$ cat src/include/ars_pkg.sv
// Shared constants and types for the rotate/subtract/xor/swap datapath slice.
// Assumes a single 10 MHz bus clock and word-only AHB-Lite accesses.
package ars_pkg;

    // ============================================================
    // Widths and sizes
    localparam int ARS_DATA_W = 8;
    localparam int ARS_FADDR_W = 7;
    localparam int ARS_FILE_DEPTH = 128;
    localparam int ARS_CMD_W = 24;
    localparam int ARS_CNT_W = 16;

    // ============================================================
    // Register byte offsets (low address byte only)
    localparam logic [7:0] ARS_OFS_CMD = 8'h00;
    localparam logic [7:0] ARS_OFS_ACC = 8'h04;
    localparam logic [7:0] ARS_OFS_FLAGS = 8'h08;
    localparam logic [7:0] ARS_OFS_WIN = 8'h0C;
    localparam logic [7:0] ARS_OFS_FDATA = 8'h10;
    localparam logic [7:0] ARS_OFS_COUNT = 8'h14;

    // ============================================================
    // Command word fields
    localparam int ARS_CMD_OP_LSB = 0;
    localparam int ARS_CMD_DEST_BIT = 3;
    localparam int ARS_CMD_FA_LSB = 4;
    localparam int ARS_CMD_IMM_LSB = 16;

    // Flag word bit positions
    localparam int ARS_FLAG_CARRY = 0;
    localparam int ARS_FLAG_NB = 1;
    localparam int ARS_FLAG_ZERO = 2;

    // ============================================================
    // Reset values
    localparam logic [7:0] ARS_ACC_RST = 8'h00;
    localparam logic [23:0] ARS_CMD_RST = 24'h000000;
    localparam logic [6:0] ARS_WIN_RST = 7'h00;
    localparam logic [15:0] ARS_CNT_RST = 16'h0000;
    localparam logic [31:0] ARS_RDATA_RST = 32'h00000000;

    // ============================================================
    // Operation codes; 0 and 7 execute nothing
    typedef enum logic [2:0] {
        ARS_OP_NONE = 3'h0,
        ARS_OP_ROT = 3'h1,
        ARS_OP_SUBL = 3'h2,
        ARS_OP_SUBF = 3'h3,
        ARS_OP_XORL = 3'h4,
        ARS_OP_XORF = 3'h5,
        ARS_OP_SWAP = 3'h6,
        ARS_OP_RSVD = 3'h7
    } ars_op_t;

    // Bus slave states, one-hot
    typedef enum logic [3:0] {
        ARS_ST_IDLE = 4'h1,
        ARS_ST_WRITE = 4'h2,
        ARS_ST_RWAIT = 4'h4,
        ARS_ST_RDONE = 4'h8
    } ars_bus_st_t;

    // ============================================================
    // Minuend minus subtrahend: {carry, nibble_borrow_bit, result}
    function automatic logic [9:0] ars_sub_fn(input logic [7:0] minu, input logic [7:0] subt);
        logic [7:0] diff;
        diff = 8'(minu - subt);
        return {(subt <= minu), (subt[3:0] <= minu[3:0]), diff};
    endfunction

endpackage

$ cat src/core/ars_alu.sv
// Combinational operation unit for the six single-operand instructions.
// Assumes the caller picks the destination and applies the flag updates.
`timescale 1ns/10ps

module ars_alu
    import ars_pkg::*;
(
    // Operation and operands
    input wire logic [2:0] op,
    input wire logic [7:0] acc,
    input wire logic [7:0] fval,
    input wire logic [7:0] imm,
    input wire logic carry_in,
    // Results
    output logic [7:0] result,
    output logic carry_out,
    output logic nb_out,
    output logic upd_carry,
    output logic upd_nb,
    output logic upd_zero,
    output logic file_op,
    output logic valid_op
);

    logic [9:0] sub_l;
    logic [9:0] sub_f;

    always_comb begin
        sub_l = ars_sub_fn(imm, acc);
        sub_f = ars_sub_fn(fval, acc);
        result = fval;
        carry_out = carry_in;
        nb_out = 1'b0;
        upd_carry = 1'b0;
        upd_nb = 1'b0;
        upd_zero = 1'b0;
        file_op = 1'b0;
        valid_op = 1'b1;
        unique case (op)
            ARS_OP_ROT: begin
                result = {carry_in, fval[7:1]};
                carry_out = fval[0];
                upd_carry = 1'b1;
                file_op = 1'b1;
            end
            ARS_OP_SUBL: begin
                result = sub_l[7:0];
                carry_out = sub_l[9];
                nb_out = sub_l[8];
                upd_carry = 1'b1;
                upd_nb = 1'b1;
                upd_zero = 1'b1;
            end
            ARS_OP_SUBF: begin
                result = sub_f[7:0];
                carry_out = sub_f[9];
                nb_out = sub_f[8];
                upd_carry = 1'b1;
                upd_nb = 1'b1;
                upd_zero = 1'b1;
                file_op = 1'b1;
            end
            ARS_OP_XORL: begin
                result = acc ^ imm;
                upd_zero = 1'b1;
            end
            ARS_OP_XORF: begin
                result = acc ^ fval;
                upd_zero = 1'b1;
                file_op = 1'b1;
            end
            ARS_OP_SWAP: begin
                result = {fval[3:0], fval[7:4]};
                file_op = 1'b1;
            end
            ARS_OP_NONE, ARS_OP_RSVD: begin
                valid_op = 1'b0;
            end
        endcase
    end

endmodule

$ cat src/core/ars_regfile.sv
// File register array: one write port, two asynchronous read ports.
// Assumes contents need no reset; software initialises what it uses.
`timescale 1ns/10ps

module ars_regfile #(
    parameter int DEPTH = 128,
    parameter int AW = 7,
    parameter int DW = 8
) (
    // Clock
    input wire logic hclk,
    // Write port
    input wire logic we,
    input wire logic [AW-1:0] waddr,
    input wire logic [DW-1:0] wdata,
    // Read ports
    input wire logic [AW-1:0] raddr_a,
    output logic [DW-1:0] rdata_a,
    input wire logic [AW-1:0] raddr_b,
    output logic [DW-1:0] rdata_b
);

    logic [DW-1:0] mem [DEPTH];

    // Asynchronous read lets an instruction read and write back in one cycle
    assign rdata_a = mem[raddr_a];
    assign rdata_b = mem[raddr_b];

    always_ff @(posedge hclk) begin
        if (we) begin
            mem[waddr] <= wdata;
        end
    end

endmodule

$ cat src/core/ars_top.sv
// Rotate/subtract/xor/swap datapath slice with accumulator, flags and file registers.
// Assumes one AHB-Lite master, word-only single transfers, hready tied to hreadyout.
//
// How it works
// - Rotate right: file operand shifts right, old carry in at top, bit 0 to carry.
// - File-register instructions write accumulator when dest is 0, file register when 1.
// - Rotate with dest set replaces the addressed file register, address 0 to 127.
// - Immediate minus accumulator into accumulator; carry when acc <= immediate; zero updated.
// - Subtract-immediate nibble borrow set when acc low nibble <= immediate low nibble.
// - File minus accumulator; carry and nibble borrow from comparisons; zero updated.
// - Xor immediate into accumulator; only zero changes.
// - Xor accumulator with file operand to selected destination; only zero changes.
// - Nibble exchange swaps operand halves to destination; no flag changes.
`timescale 1ns/10ps

module ars_top
    import ars_pkg::*;
#(
    parameter int FILE_DEPTH = ARS_FILE_DEPTH
) (
    // Clock and reset
    input wire logic hclk,
    input wire logic hresetn,
    // AHB-Lite slave
    input wire logic hsel,
    input wire logic [31:0] haddr,
    input wire logic [1:0] htrans,
    input wire logic hwrite,
    input wire logic [2:0] hsize,
    input wire logic hready,
    input wire logic [31:0] hwdata,
    output logic [31:0] hrdata,
    output logic hreadyout,
    output logic hresp
);

    // ============================================================
    // State
    ars_bus_st_t state_ff, nxt_state;
    logic [7:0] addr_ff, nxt_addr;
    logic [7:0] acc_ff, nxt_acc;
    logic carry_ff, nxt_carry;
    logic nb_ff, nxt_nb;
    logic zero_ff, nxt_zero;
    logic [23:0] cmd_ff, nxt_cmd;
    logic [6:0] win_ff, nxt_win;
    logic [15:0] count_ff, nxt_count;
    logic [31:0] hrdata_ff, nxt_hrdata;

    logic take;
    logic wr_phase;
    logic exec;
    logic [23:0] cmd_cur;
    logic [2:0] op_cur;
    logic dest_cur;
    logic [6:0] fa_cur;
    logic [7:0] imm_cur;
    logic [7:0] fval;
    logic [7:0] win_data;
    logic [7:0] alu_result;
    logic alu_carry;
    logic alu_nb;
    logic upd_carry;
    logic upd_nb;
    logic upd_zero;
    logic file_op;
    logic valid_op;
    logic to_file;
    logic f_we;
    logic [6:0] f_waddr;
    logic [7:0] f_wdata;

    // ============================================================
    // Command decode; a command being written executes with its own fields
    assign take = hsel && hready && htrans[1];
    assign wr_phase = (state_ff == ARS_ST_WRITE);
    assign exec = wr_phase && (addr_ff == ARS_OFS_CMD);
    assign cmd_cur = exec ? hwdata[23:0] : cmd_ff;
    assign op_cur = cmd_cur[ARS_CMD_OP_LSB +: 3];
    assign dest_cur = cmd_cur[ARS_CMD_DEST_BIT];
    assign fa_cur = cmd_cur[ARS_CMD_FA_LSB +: 7];
    assign imm_cur = cmd_cur[ARS_CMD_IMM_LSB +: 8];
    assign to_file = file_op && dest_cur;

    ars_alu u_alu (
        .op(op_cur),
        .acc(acc_ff),
        .fval(fval),
        .imm(imm_cur),
        .carry_in(carry_ff),
        .result(alu_result),
        .carry_out(alu_carry),
        .nb_out(alu_nb),
        .upd_carry(upd_carry),
        .upd_nb(upd_nb),
        .upd_zero(upd_zero),
        .file_op(file_op),
        .valid_op(valid_op)
    );

    ars_regfile #(
        .DEPTH(FILE_DEPTH),
        .AW(ARS_FADDR_W),
        .DW(ARS_DATA_W)
    ) u_file (
        .hclk(hclk),
        .we(f_we),
        .waddr(f_waddr),
        .wdata(f_wdata),
        .raddr_a(fa_cur),
        .rdata_a(fval),
        .raddr_b(win_ff),
        .rdata_b(win_data)
    );

    // ============================================================
    // Next-state logic
    always_comb begin
        nxt_state = ARS_ST_IDLE;
        nxt_addr = addr_ff;
        nxt_acc = acc_ff;
        nxt_carry = carry_ff;
        nxt_nb = nb_ff;
        nxt_zero = zero_ff;
        nxt_cmd = cmd_ff;
        nxt_win = win_ff;
        nxt_count = count_ff;
        nxt_hrdata = hrdata_ff;
        f_we = 1'b0;
        f_waddr = win_ff;
        f_wdata = hwdata[7:0];

        // Write data phase: all effects land on the closing edge
        if (wr_phase) begin
            unique case (addr_ff)
                ARS_OFS_CMD: begin
                    nxt_cmd = hwdata[23:0];
                    // Literal operations never raise file_op, so their destination
                    // bit is ignored and the result always lands in the accumulator.
                    if (valid_op) begin
                        nxt_count = 16'(count_ff + 16'h0001);
                        if (to_file) begin
                            f_we = 1'b1;
                            f_waddr = fa_cur;
                            f_wdata = alu_result;
                        end else begin
                            nxt_acc = alu_result;
                        end
                        if (upd_carry) begin
                            nxt_carry = alu_carry;
                        end
                        if (upd_nb) begin
                            nxt_nb = alu_nb;
                        end
                        if (upd_zero) begin
                            nxt_zero = (alu_result == 8'h00);
                        end
                    end
                end
                ARS_OFS_ACC: nxt_acc = hwdata[7:0];
                ARS_OFS_FLAGS: begin
                    nxt_carry = hwdata[ARS_FLAG_CARRY];
                    nxt_nb = hwdata[ARS_FLAG_NB];
                    nxt_zero = hwdata[ARS_FLAG_ZERO];
                end
                ARS_OFS_WIN: nxt_win = hwdata[6:0];
                ARS_OFS_FDATA: f_we = 1'b1;
                default: ;
            endcase
        end

        // Read data is sampled one cycle late so a prior write is visible
        if (state_ff == ARS_ST_RWAIT) begin
            unique case (addr_ff)
                ARS_OFS_CMD: nxt_hrdata = {8'h00, cmd_ff};
                ARS_OFS_ACC: nxt_hrdata = {24'h000000, acc_ff};
                ARS_OFS_FLAGS: nxt_hrdata = {29'h00000000, zero_ff, nb_ff, carry_ff};
                ARS_OFS_WIN: nxt_hrdata = {25'h0000000, win_ff};
                ARS_OFS_FDATA: nxt_hrdata = {24'h000000, win_data};
                ARS_OFS_COUNT: nxt_hrdata = {16'h0000, count_ff};
                default: nxt_hrdata = 32'h00000000;
            endcase
        end

        unique case (state_ff)
            ARS_ST_IDLE, ARS_ST_WRITE, ARS_ST_RDONE: begin
                if (take) begin
                    nxt_addr = {haddr[7:2], 2'b00};
                    nxt_state = hwrite ? ARS_ST_WRITE : ARS_ST_RWAIT;
                end
            end
            ARS_ST_RWAIT: nxt_state = ARS_ST_RDONE;
            default: nxt_state = ARS_ST_IDLE;
        endcase
    end

    // ============================================================
    // Registers
    always_ff @(posedge hclk or negedge hresetn) begin
        if (!hresetn) begin
            state_ff <= ARS_ST_IDLE;
            addr_ff <= ARS_OFS_CMD;
            acc_ff <= ARS_ACC_RST;
            carry_ff <= 1'b0;
            nb_ff <= 1'b0;
            zero_ff <= 1'b0;
            cmd_ff <= ARS_CMD_RST;
            win_ff <= ARS_WIN_RST;
            count_ff <= ARS_CNT_RST;
            hrdata_ff <= ARS_RDATA_RST;
        end else begin
            state_ff <= nxt_state;
            addr_ff <= nxt_addr;
            acc_ff <= nxt_acc;
            carry_ff <= nxt_carry;
            nb_ff <= nxt_nb;
            zero_ff <= nxt_zero;
            cmd_ff <= nxt_cmd;
            win_ff <= nxt_win;
            count_ff <= nxt_count;
            hrdata_ff <= nxt_hrdata;
        end
    end

    assign hrdata = hrdata_ff;
    assign hreadyout = (state_ff != ARS_ST_RWAIT);
    assign hresp = 1'b0;
endmodule

$ cat config.mk
export PLATFORM = sky130hd
export DESIGN_NAME = ars_top
export DESIGN_NICKNAME = d
export VERILOG_FILES = /design/src/include/ars_pkg.sv /design/src/core/ars_alu.sv /design/src/core/ars_regfile.sv /design/src/core/ars_top.sv
export SDC_FILE = /design/constraint.sdc
export NUM_CORES = 2
export LEC_CHECK = 0
export BUFFER_PORTS_ARGS = -buffer_cell sky130_fd_sc_hd__buf_4
export CAP_MARGIN = 0
export CELL_PAD_IN_SITES_DETAIL_PLACEMENT = 2
export CELL_PAD_IN_SITES_GLOBAL_PLACEMENT = 2
export CORE_MARGIN = 4
export CORE_UTILIZATION = 47
export DETAILED_ROUTE_END_ITERATION = 6
export HOLD_SLACK_MARGIN = 0.08
export PLACE_DENSITY_LB_ADDON = 0.1
export SLEW_MARGIN = 10
export SYNTH_ARGS = -nofsm -noshare
export SYNTH_HDL_FRONTEND = slang
export SYNTH_SLANG_ARGS = --single-unit
$ cat constraint.sdc
create_clock -name hclk -period 26.1 [get_ports hclk]
set_clock_uncertainty 0.1 [all_clocks]
set_input_delay 1.305 -clock hclk [delete_from_list [all_inputs] [get_ports hclk]]
set_output_delay 1.305 -clock hclk [all_outputs]
set_load 0.03 [all_outputs]
==> out/qor.yml <==
wire_per_inst_um: 42.9
max-vdd-ir-drop_mv: 0.0569
synthDistinctLibCells: 98
cts_setup_buffers: 0
ant_nets: 0
worst_slew_pin_slew_ns: 1.43
power.total_uw: 4160
grt_pass1_wl_um: 335000
timing.final.crit_share_pct: 41.5
place_congestion: 0.967
cpMaxStageDelayCell: "o41ai_1"
drt_first_iter_violations: 5783
critPathKind: "reg -> reg"
slew_viol_final: 0
clock-sinks: 1116
synth_edf_count: 1024
cpPeakStageDelay_ns: 1.18
vias: 41500
fin_crit_ns: 10.84
hp-class: "reg -> reg"
final_common_cell: "edfxtp_1"
drive_gt1_share_pct: 21.0
core-area_mm2: 0.117
grt_overflow: 0
row_count: 125
cp_max_fo: 119
finalHoldViolCount: 0
totalWireLength_um: 239000
dp_hpwl_um: 154000
netlist_top_cells_area: "edfxtp_1, mux4_2, mux2i_1"
synth_area_leader_cell: "edfxtp_1"
antenna_found_initial: 19
maxSlewHeadroom_pct: 4.44
cp.arrival_ns: 11.07
max-clock-path-buffers: 3
netlist_area_mm2: 0.0555
status: "complete, no violations"
avgSynthCellArea_um2: 14.2
ys_ff_latch: 1116
final_cell_mix: "edfxtp_1, nand2_1, mux4_2"
clkTransAtPathRegs_ns: 0.06
grt_max_degree: 128
power_per_cell_area_mw_per_mm2: 66.8
cts.htree.levels: 3
drc: 0
viasPerCell: 7.44
timing.fmax_mhz: 92.3
yosysWarnings: 0
setup_viol: 0
cts.hold.buffers_added: 0
async_flop_share_pct: 8.24
die_area_mm2: 0.124
first_pass_iters: 5
numPortBuffers: 60
cts_resized: 0
cp-start-kind: "flop"
cts_buffers: 121
clock_latency_ns: 0.74
syn_inst: 3914
p_leak_uw: 0.0209
die_y_um: 352
max_cap_viol_count: 0
cts_tree: "yes"
nNetsFinal: 4047
fin_tns_setup_ns: 0
rsz0062_at_grt: "no"
syn_to_final_growth_pct: 12.0
critPathRequiredTime_ns: 26.33
cts_root_buffer: "clkbuf_16"
grt_pass1_vias: 43200
crit_path_end_kind: "flop"
grt.total_usage_pct: 38.3
ys_seq_area_share_pct: 59.5
fp.dieW_um: 352
yosys.area.top_type_share_pct: 55.4
start_util_pct: 47.6
synthFlopType: "edfxtp_1"
cp_cell_sequence: "or4_4 > nor4_4 > buf_4 > nor2_8 > inv_16 > buf_4 > mux2_2 > a22o_1 > or4_1 > o41ai_1 > nand4_1 > ha_1 > o21ai_0 > a21boi_0 > o21ai_0 > nor2b_1 > xnor2_1 > mux2i_1 > o32ai_1 > a221oi_1 > o21ai_0 > nand2_1 > nand2_4 > buf_4"
ios: 108
[path summary, 6_finish.rpt]
check | endpoint | depth (start not counted) | start | slack, ns
worst max-delay path | u_file.mem[108][5] | 24 | addr_ff[4] | 15.26
worst min-delay path | hrdata[22] | 2 | hrdata[22] | 0.37
worst max register to register | u_file.mem[108][5] | 24 | addr_ff[4] | 15.26
worst min register to register | hrdata[22] | 2 | hrdata[22] | 0.37
max in group asynchronous | cmd_ff[16] | 2 | hresetn | 24.24
min in group asynchronous | state_ff[2] | 1 | hresetn | 0.44
[where the power goes]
group / total (uW) / switching [uW] / internal (uW)
logic: 411 / 278 / 133
clock network: 1770 / 761 / 1010
registers: 1970 / 15.0 / 1960
[cell families (layout without fill, tap and decap cells)]
group / Yosys count / in the layout / share of synthesized area (%)
XOR/XNOR: 34 / 34 / 0.536
buffers and inverters: 355 / 483 / 2.67
other: 1 / 18 / 0.00675
AO/OA/AOI/OAI: 765 / 765 / 9.40
flip-flops: 1116 / 1116 / 59.5
AND/OR/NAND/NOR: 1005 / 1005 / 8.53
adder cells (fa/ha/maj): 28 / 28 / 0.658
multiplexers: 610 / 610 / 18.7
[sequential cells by signal, indices dropped and copies added, names as in the netlist]
name        flops
zero_ff         1
win_ff          7
addr_ff         6
cmd_ff         24
acc_ff          8
state_ff        4
hrdata         24
u_file.mem   1024
nb_ff           1
carry_ff        1
count_ff       16
[through the flow]
stage / util, % / cells / worst slack (ns) / hold WS, ns / instance area [um2]
4_1_cts: 53.2 / 5572 / 15.35 / 0.382 / 62100
5_1_grt: 53.3 / 5574 / 14.99 / 0.415 / 62200
3_3_place_gp: 49.8 / 5343 / 15.20 / 0.353 / 58100
3_5_place_dp: 49.8 / 5344 / 15.10 / 0.369 / 58100
2_1_floorplan: - / 3922 / 14.20 / 0.346 / 55500
6_report: 53.3 / 5583 / 15.26 / 0.371 / 62200
[layout make-up]
class / count / area, um2
Antenna cell: 9 / 22.5
Clock buffer: 162 / 3290
Clock inverter: 66 / 694
Fill cell: 10500 / 54500
Inverter: 47 / 194
Multi-Input combinational cell: 2451 / 21400
Sequential cell: 1116 / 33100
Tap cell: 1524 / 1910
Timing Repair Buffer: 208 / 1630
[cells in the mapped netlist (21+ instances only)]
cell	count
a211oi_1	67
a21oi_1	112
a22oi_1	22
a311oi_1	40
a31oi_1	64
and3_1	80
buf_1	46
buf_2	45
clkbuf_1	198
dfrtp_1	91
edfxtp_1	1024
ha_1	26
inv_1	40
mux2_2	44
mux2i_1	228
mux4_2	336
nand2_1	379
nand3_1	179
nand4_1	25
nor2_1	192
nor3_1	21
nor4_1	27
o21ai_0	180
o22a_1	21
o22ai_1	55
xnor2_1	26
[routing by layer]
metal | global-route usage [%] | up-vias | share of wire (%)
li1 | - | 15800 | -
met1 | 48.7 | 21900 | 36
met2 | 59.6 | 3004 | 45
met3 | 9.91 | 782 | 11
met4 | 22.9 | 10 | 7.2
met5 | 0 | - | 0.028
[critical path, delay by kind of cell (launching register included)]
| family | cells | cell delay (ns) |
|---|---|---|
| AO/OA/AOI/OAI | 8 | 2.99 |
| XOR/XNOR | 1 | 0.13 |
| adder cells (fa/ha/maj) | 1 | 0.62 |
| buffers and inverters | 4 | 2.18 |
| flip-flops | 1 | 0.47 |
| multiplexers | 2 | 0.59 |
| AND/OR/NAND/NOR | 8 | 3.14 |
No activity file was read; power rests on OpenSTA's default activity.
